$ cat src/common/rcr_pkg.sv
// Purpose: constants of the reset cause recorder
// Assumes: 32-bit register port, byte addresses
// Notes:   definitions only
package rcr_pkg;
    // -----------------------------------------------------------------
    // register offsets (byte addresses)
    // -----------------------------------------------------------------
    localparam logic [7:0] RCR_OFS_CAUSE  = 8'h00;
    localparam logic [7:0] RCR_OFS_STATUS = 8'h04;
    localparam logic [7:0] RCR_OFS_MASK   = 8'h08;
    // -----------------------------------------------------------------
    // reset cause record fields
    // -----------------------------------------------------------------
    localparam int RCR_BIT_POR  = 0;
    localparam int RCR_BIT_CORE = 1;
    localparam int RCR_BIT_IO   = 2;
    localparam int RCR_BIT_PIN  = 4;
    localparam int RCR_BIT_WDOG = 5;
    localparam int RCR_BIT_SYS  = 6;
    localparam logic [7:0] RCR_CAUSE_USED = 8'h77;
    localparam logic [7:0] RCR_RESET_POR  = 8'h01;
    // -----------------------------------------------------------------
    // interrupt status fields
    // -----------------------------------------------------------------
    localparam int RCR_EV_CAPTURE = 0;
    localparam int RCR_EV_WR_RO   = 1;
    localparam int RCR_EV_BAD     = 2;
    localparam int RCR_EV_W       = 3;
    localparam logic [2:0] RCR_RESET_EV = 3'h0;
    // -----------------------------------------------------------------
    // legal byte enables: byte, halfword, word
    // -----------------------------------------------------------------
    localparam logic [3:0] RCR_BE_B0 = 4'h1;
    localparam logic [3:0] RCR_BE_B1 = 4'h2;
    localparam logic [3:0] RCR_BE_B2 = 4'h4;
    localparam logic [3:0] RCR_BE_B3 = 4'h8;
    localparam logic [3:0] RCR_BE_H0 = 4'h3;
    localparam logic [3:0] RCR_BE_H1 = 4'hC;
    localparam logic [3:0] RCR_BE_W  = 4'hF;
    typedef enum {
        RCR_ACC_IDLE,
        RCR_ACC_READ,
        RCR_ACC_WRITE
    } rcr_acc_t;
endpackage

$ cat src/hdl/rcr_recorder.sv
// Purpose: record the source of the latest device reset
// Assumes: i_resetn is the power-on reset; other sources are
//          synchronous levels held high while their reset lasts
// Notes:   this block stays alive through the resets it reports
//
// The implementer's own choice: the plain strobed port.
`timescale 1ns/10ps

module rcr_recorder
    import rcr_pkg::*;
(
    input  wire logic        i_mclk,
    input  wire logic        i_resetn,
    input  wire logic        i_sys_request,
    input  wire logic        i_watchdog_expired,
    input  wire logic        i_external_pin,
    input  wire logic        i_io_supply_brownout,
    input  wire logic        i_core_supply_brownout,
    input  wire logic [7:0]  i_addr,
    input  wire logic [31:0] i_wdata,
    input  wire logic [3:0]  i_be,
    input  wire logic        i_wr,
    input  wire logic        i_rd,
    output logic      [31:0] o_rdata,
    output logic      [7:0]  o_reset_cause_record,
    output logic             o_irq
);
    // -----------------------------------------------------------------
    // state
    // -----------------------------------------------------------------
    logic [7:0]          cause_q;
    logic [7:0]          cause_d;
    logic                src_any;
    logic                src_any_q;
    logic [RCR_EV_W-1:0] status_q;
    logic [RCR_EV_W-1:0] mask_q;
    logic [RCR_EV_W-1:0] event_set;
    logic [31:0]         rdata_q;
    logic [31:0]         rd_word;
    logic                be_ok;
    logic                hit_cause;
    logic                hit_status;
    logic                hit_mask;
    logic                mapped;
    rcr_acc_t            acc;

    // -----------------------------------------------------------------
    // reset source selection
    // -----------------------------------------------------------------

    // any reported reset source active
    assign src_any = i_sys_request | i_watchdog_expired
                   | i_external_pin | i_io_supply_brownout
                   | i_core_supply_brownout;

    // one-hot flag for the strongest active source
    always_comb begin
        cause_d = 8'h00;
        if (i_core_supply_brownout) begin
            cause_d[RCR_BIT_CORE] = 1'b1;
        end else if (i_io_supply_brownout) begin
            cause_d[RCR_BIT_IO] = 1'b1;
        end else if (i_external_pin) begin
            cause_d[RCR_BIT_PIN] = 1'b1;
        end else if (i_watchdog_expired) begin
            cause_d[RCR_BIT_WDOG] = 1'b1;
        end else if (i_sys_request) begin
            cause_d[RCR_BIT_SYS] = 1'b1;
        end
    end

    // record: power-on loads its flag, later sources overwrite it
    always_ff @(posedge i_mclk or negedge i_resetn) begin
        if (!i_resetn) begin
            cause_q <= RCR_RESET_POR;
        end else if (src_any) begin
            cause_q <= cause_d;
        end
    end

    // previous source level, for the capture event
    always_ff @(posedge i_mclk or negedge i_resetn) begin
        if (!i_resetn) begin
            src_any_q <= 1'b0;
        end else begin
            src_any_q <= src_any;
        end
    end

    assign o_reset_cause_record = cause_q;

    // -----------------------------------------------------------------
    // register port decode
    // -----------------------------------------------------------------

    // access kind of this cycle
    always_comb begin
        if (i_rd) begin
            acc = RCR_ACC_READ;
        end else if (i_wr) begin
            acc = RCR_ACC_WRITE;
        end else begin
            acc = RCR_ACC_IDLE;
        end
    end

    // byte, halfword or word enables only
    always_comb begin
        case (i_be)
            RCR_BE_B0, RCR_BE_B1,
            RCR_BE_B2, RCR_BE_B3,
            RCR_BE_H0, RCR_BE_H1,
            RCR_BE_W: be_ok = 1'b1;
            default: be_ok = 1'b0;
        endcase
    end

    // word decode, low address bits select lanes through i_be
    assign hit_cause  = (i_addr[7:2] == RCR_OFS_CAUSE[7:2]);
    assign hit_status = (i_addr[7:2] == RCR_OFS_STATUS[7:2]);
    assign hit_mask   = (i_addr[7:2] == RCR_OFS_MASK[7:2]);
    assign mapped     = hit_cause | hit_status | hit_mask;

    // word seen by a read before lane masking
    always_comb begin
        rd_word = 32'h0000_0000;
        if (hit_cause) begin
            rd_word[7:0] = cause_q & RCR_CAUSE_USED;
        end else if (hit_status) begin
            rd_word[RCR_EV_W-1:0] = status_q;
        end else if (hit_mask) begin
            rd_word[RCR_EV_W-1:0] = mask_q;
        end
    end

    // read data for one cycle only, unselected lanes zero
    always_ff @(posedge i_mclk or negedge i_resetn) begin
        if (!i_resetn) begin
            rdata_q <= 32'h0000_0000;
        end else if (acc == RCR_ACC_READ && be_ok) begin
            rdata_q <= rd_word & {{8{i_be[3]}}, {8{i_be[2]}},
                                  {8{i_be[1]}}, {8{i_be[0]}}};
        end else begin
            rdata_q <= 32'h0000_0000;
        end
    end

    assign o_rdata = rdata_q;

    // -----------------------------------------------------------------
    // interrupt events
    // -----------------------------------------------------------------

    // events raised this cycle
    always_comb begin
        event_set = '0;
        event_set[RCR_EV_CAPTURE] = src_any & ~src_any_q;
        event_set[RCR_EV_WR_RO]   = (acc == RCR_ACC_WRITE)
                                  & hit_cause & be_ok;
        event_set[RCR_EV_BAD]     = (acc != RCR_ACC_IDLE)
                                  & (~mapped | ~be_ok);
    end

    // sticky status, write one to clear, a new event wins
    always_ff @(posedge i_mclk or negedge i_resetn) begin
        if (!i_resetn) begin
            status_q <= RCR_RESET_EV;
        end else if (acc == RCR_ACC_WRITE && hit_status && be_ok
                     && i_be[0]) begin
            status_q <= (status_q & ~i_wdata[RCR_EV_W-1:0])
                      | event_set;
        end else begin
            status_q <= status_q | event_set;
        end
    end

    // mask register, lane 0 only carries bits
    always_ff @(posedge i_mclk or negedge i_resetn) begin
        if (!i_resetn) begin
            mask_q <= RCR_RESET_EV;
        end else if (acc == RCR_ACC_WRITE && hit_mask && be_ok
                     && i_be[0]) begin
            mask_q <= i_wdata[RCR_EV_W-1:0];
        end
    end

    // level interrupt while an unmasked flag stands
    assign o_irq = |(status_q & mask_q);

    // -----------------------------------------------------------------
    // checks
    // -----------------------------------------------------------------

    // set by power-on, cleared once another source is seen
    logic por_only_q;
    always_ff @(posedge i_mclk or negedge i_resetn) begin
        if (!i_resetn) begin
            por_only_q <= 1'b1;
        end else if (src_any) begin
            por_only_q <= 1'b0;
        end
    end
endmodule

$ cat config.mk
export PLATFORM = sky130hd
export DESIGN_NAME = rcr_recorder
export DESIGN_NICKNAME = d
export VERILOG_FILES = /design/src/common/rcr_pkg.sv /design/src/hdl/rcr_recorder.sv
export SDC_FILE = /design/constraint.sdc
export NUM_CORES = 1
export LEC_CHECK = 0
export BUFFER_PORTS_ARGS = -buffer_cell sky130_fd_sc_hd__buf_2
export CORE_UTILIZATION = 35
export CTS_BUF_LIST = sky130_fd_sc_hd__clkbuf_8 sky130_fd_sc_hd__clkbuf_16
export DETAILED_ROUTE_END_ITERATION = 6
export GPL_TIMING_DRIVEN = 0
export HOLD_SLACK_MARGIN = 0.06
export PLACE_DENSITY_LB_ADDON = 0.12
export RECOVER_POWER = 25
export SLEW_MARGIN = 20
export SYNTH_ARGS = -nofsm -noshare
export SYNTH_HDL_FRONTEND = slang
export SYNTH_SLANG_ARGS = --single-unit
$ cat constraint.sdc
create_clock -name i_mclk -period 2.1 [get_ports i_mclk]
set_input_delay 0.105 -clock i_mclk [delete_from_list [all_inputs] [get_ports i_mclk]]
set_output_delay 0.105 -clock i_mclk [all_outputs]
set_load 0.005 [all_outputs]
==> summary.txt <==
Run status
  – Status: finished clean

Global routing
  – Largest net degree at the start of global routing: 20
  – Vias in the first global route: 813
  – First-pass GRT wire length: 3.42 mm
  – Total grt overflow: 0
  – Gr usage total: 0.133
  – Initial antenna violation count: 0

Setup path
  – Required time of the critical path: 2230 ps
  – Reg2Reg Launch Point: o_reset_cause_record[4]$_DFFE_PN0N_
  – CP Cell Sequence: dlygate4sd3_1, buf_2, or3_1, nor3_1, o2bb2ai_1
  – R2R setup slack: 830 ps
  – Crit Path Max Fanout: 4
  – Family with the most delay on the worst path: simple AND/OR/NAND/NOR gates
  – Worst Path Buf+Inv: 2
  – CP endpoint kind: flip-flop
  – RR Endpoint: o_reset_cause_record[4]$_DFFE_PN0N_
  – Worst path slowest cell: dlygate4sd3_1
  – Max incr delay on CP: 530 ps
  – Reg2Reg Depth: 3
  – CP Launch Type: input port
  – CP arrival: 1690 ps
  – Kind of critical path: in -> reg

Floorplan
  – Starting Density: 0.369
  – Die height: 58.5 um
  – Row count: 20
  – I/O pin count: 94
  – Die area: 3420 um^2
  – Core area: 3030 um^2
  – DIE WIDTH: 58.5 um

Place
  – HPWL Detailed: 1.68 mm
  – GP Congestion: 0.778
  – I/O Buffers: 34
  – Dpl cell area: 1440 um^2

STA
  – Max Slew Vio Count: 0
  – Fmax: 643 MHz
  – RSZ-0062 raised after global routing: no
  – Final setup viols: 0
  – Crit share post-route: 0.741
  – Post-layout min period: 1560 ps
  – Clk_skew: 0.778 ps
  – Final TNS setup: 0 ps
  – Final Hold Fails: 0
  – Least-Margin Pin Slew: 963 ps
  – Slew headroom: 0.358

Drt
  – Initial DRC Count: 41
  – Final wirelength: 2.09 mm
  – Drt drc: 0
  – Drt first pass iters: 4
  – Final ANT Viol Nets: 0
  – Post-DR wirelength/cell: 9.33 um
  – Total number of vias: 909
  – Vias per inst: 4.06

Finish
  – Design Area, Final: 1540 um^2
  – Final Util: 0.508
  – Most frequent cells in the layout: 34 x buf_2, 28 x buf_4, 28 x conb_1, 18 x dfrtp_1, 9 x nor2_1
  – Most common cell after layout, fill and taps aside: buf_2
  – Area Overhead vs Synth: 37.8%
  – Fillers: 275
  – Reg area: 477 um^2
  – Footprint of the multi-input gates: 510 um^2
  – ANT cells: 0
  – Share of cells above drive strength 1: 0.428
  – Nets: 234

Synth
  – Post-synth EDFFs: 0
  – Synthesized area: 1120 um^2
  – Yosys top cell area share: 0.404
  – Sequential fraction of the synthesis area: 0.427
  – Synth warn: 0
  – Post-synthesis register bit count: 19
  – Async set or reset register ratio after synthesis: 1.00
  – Synth area leader: dfrtp_1
  – Synth area leaders: dfrtp_1 40%, buf_4 19%, nor2_1 3.0%
  – Synth unique cells: 33
  – Mean Syn Cell Area: 10.1 um^2
  – Mapped Cells: 110
  – Top_reg_cell synth: dfrtp_1

Clocking
  – Root buf cell: clkbuf_8
  – Skew-Pair Late Insertion Delay: 260 ps
  – Clk slew on worst S/H paths: 70 ps
  – Postcts setup bufs: 0
  – Clock Tree Buf Depth: 2
  – TritonCTS clock tree: built
  – H-tree depth: 1
  – Clock sink count: 19
  – CTS buffer count: 3

Pwr
  – Overall Power: 760 uW
  – Lkg Pwr: 0.831 nW
  – VDD IR max: 0.000170 V
  – Power Density: 494 nW/um^2

Hold path
  – Worst min-delay path startpoint: i_wdata[1]
  – Worst hold stages: 2
  – Hold Crit Class: in -> reg
  – Hold EP: mask_q[1]$_DFFE_PN0P_

Run
  – Max Cap Viol: 0
## worst reg2reg max path, cell delays in order, from the launching register on
cell	delay (ps)
dfrtp_1	400
a21oi_1	130
nor3_1	60
dlygate4sd3_1	560
## how the worst max path moves through the flow
| stage | startpoint | to | slack, ps | cells past startpoint |
|---|---|---|---|---|
| floorplan | i_be[2] | mask_q[0]$_DFFE_PN0P_ | 590 | 5 |
| CTS | i_core_supply_brownout | status_q[0]$_DFF_PN0_ | 500 | 5 |
| detailed placement | i_be[2] | mask_q[0]$_DFFE_PN0P_ | 400 | 6 |
| finish | i_core_supply_brownout | status_q[0]$_DFF_PN0_ | 540 | 5 |
| global placement | i_be[2] | mask_q[0]$_DFFE_PN0P_ | 420 | 6 |
| global route | i_core_supply_brownout | status_q[0]$_DFF_PN0_ | 400 | 5 |
## cells by family after synthesis
logic type | synth area share
multiplexers | 0.0392
buffers and inverters | 0.206
flip-flops | 0.427
AO/OA/AOI/OAI | 0.135
other | 0.00336
AND/OR/NAND/NOR | 0.189
## power breakdown
group	internal [mW]	leakage, nW	switching, mW
clock network	0.132	0.0255	0.118
logic	0.0715	0.564	0.0593
registers	0.373	0.242	0.00604
total	0.577	0.831	0.183
## state kept, by name (all words and copies together), names as in the netlist
signal and flops:
status_q 3, src_any_q 1, o_reset_cause_record 6, o_rdata 6
mask_q 3
## cell usage after synthesis (2+ instances only)
| master | instances |
|---|---|
| mux2_2 | 3 |
| buf_4 | 28 |
| inv_1 | 4 |
| dfrtp_1 | 18 |
| nor3_1 | 3 |
| nand2_1 | 5 |
| a21oi_1 | 3 |
| o2bb2ai_1 | 2 |
| nand2b_1 | 4 |
| and2_1 | 4 |
| a2111oi_1 | 3 |
| nor2_1 | 9 |
| nor2b_1 | 4 |
## metrics by stage
step	cells	setup slack, ps	hold WS (ps)
2_1_floorplan	137	593	-191
3_3_place_gp	215	418	59.4
3_5_place_dp	215	402	59.9
4_1_cts	224	501	95.6
5_1_grt	224	401	104
6_report	224	544	97.9
## layer usage
layer / GRT usage / up-vias / routed length [um]
met3: 0.0198 / 5 / 186
met1: 0.163 / 395 / 900
li1: - / 461 / -
met2: 0.222 / 48 / 945
met5: 0 / - / 0
met4: 0.0816 / 0 / 57
## area by class of cell
type	instances	area share
multi-input combinational	85	0.332
tap	44	0.0358
clock buffer	3	0.0269
clock inverter	1	0.00325
timing repair buffer	39	0.142
inverter	4	0.00976
sequential	19	0.310
buffer	29	0.140
## what timing repair did
| action | 4_1_cts | 5_1_grt |
|---|---|---|
| gates resized for setup | 0 | 0 |
| setup endpoints to repair | 0 | 0 |
| hold endpoints to repair | 21 | 0 |
| hold buffers | 5 | 0 |
(Power assumes the default switching activity.)
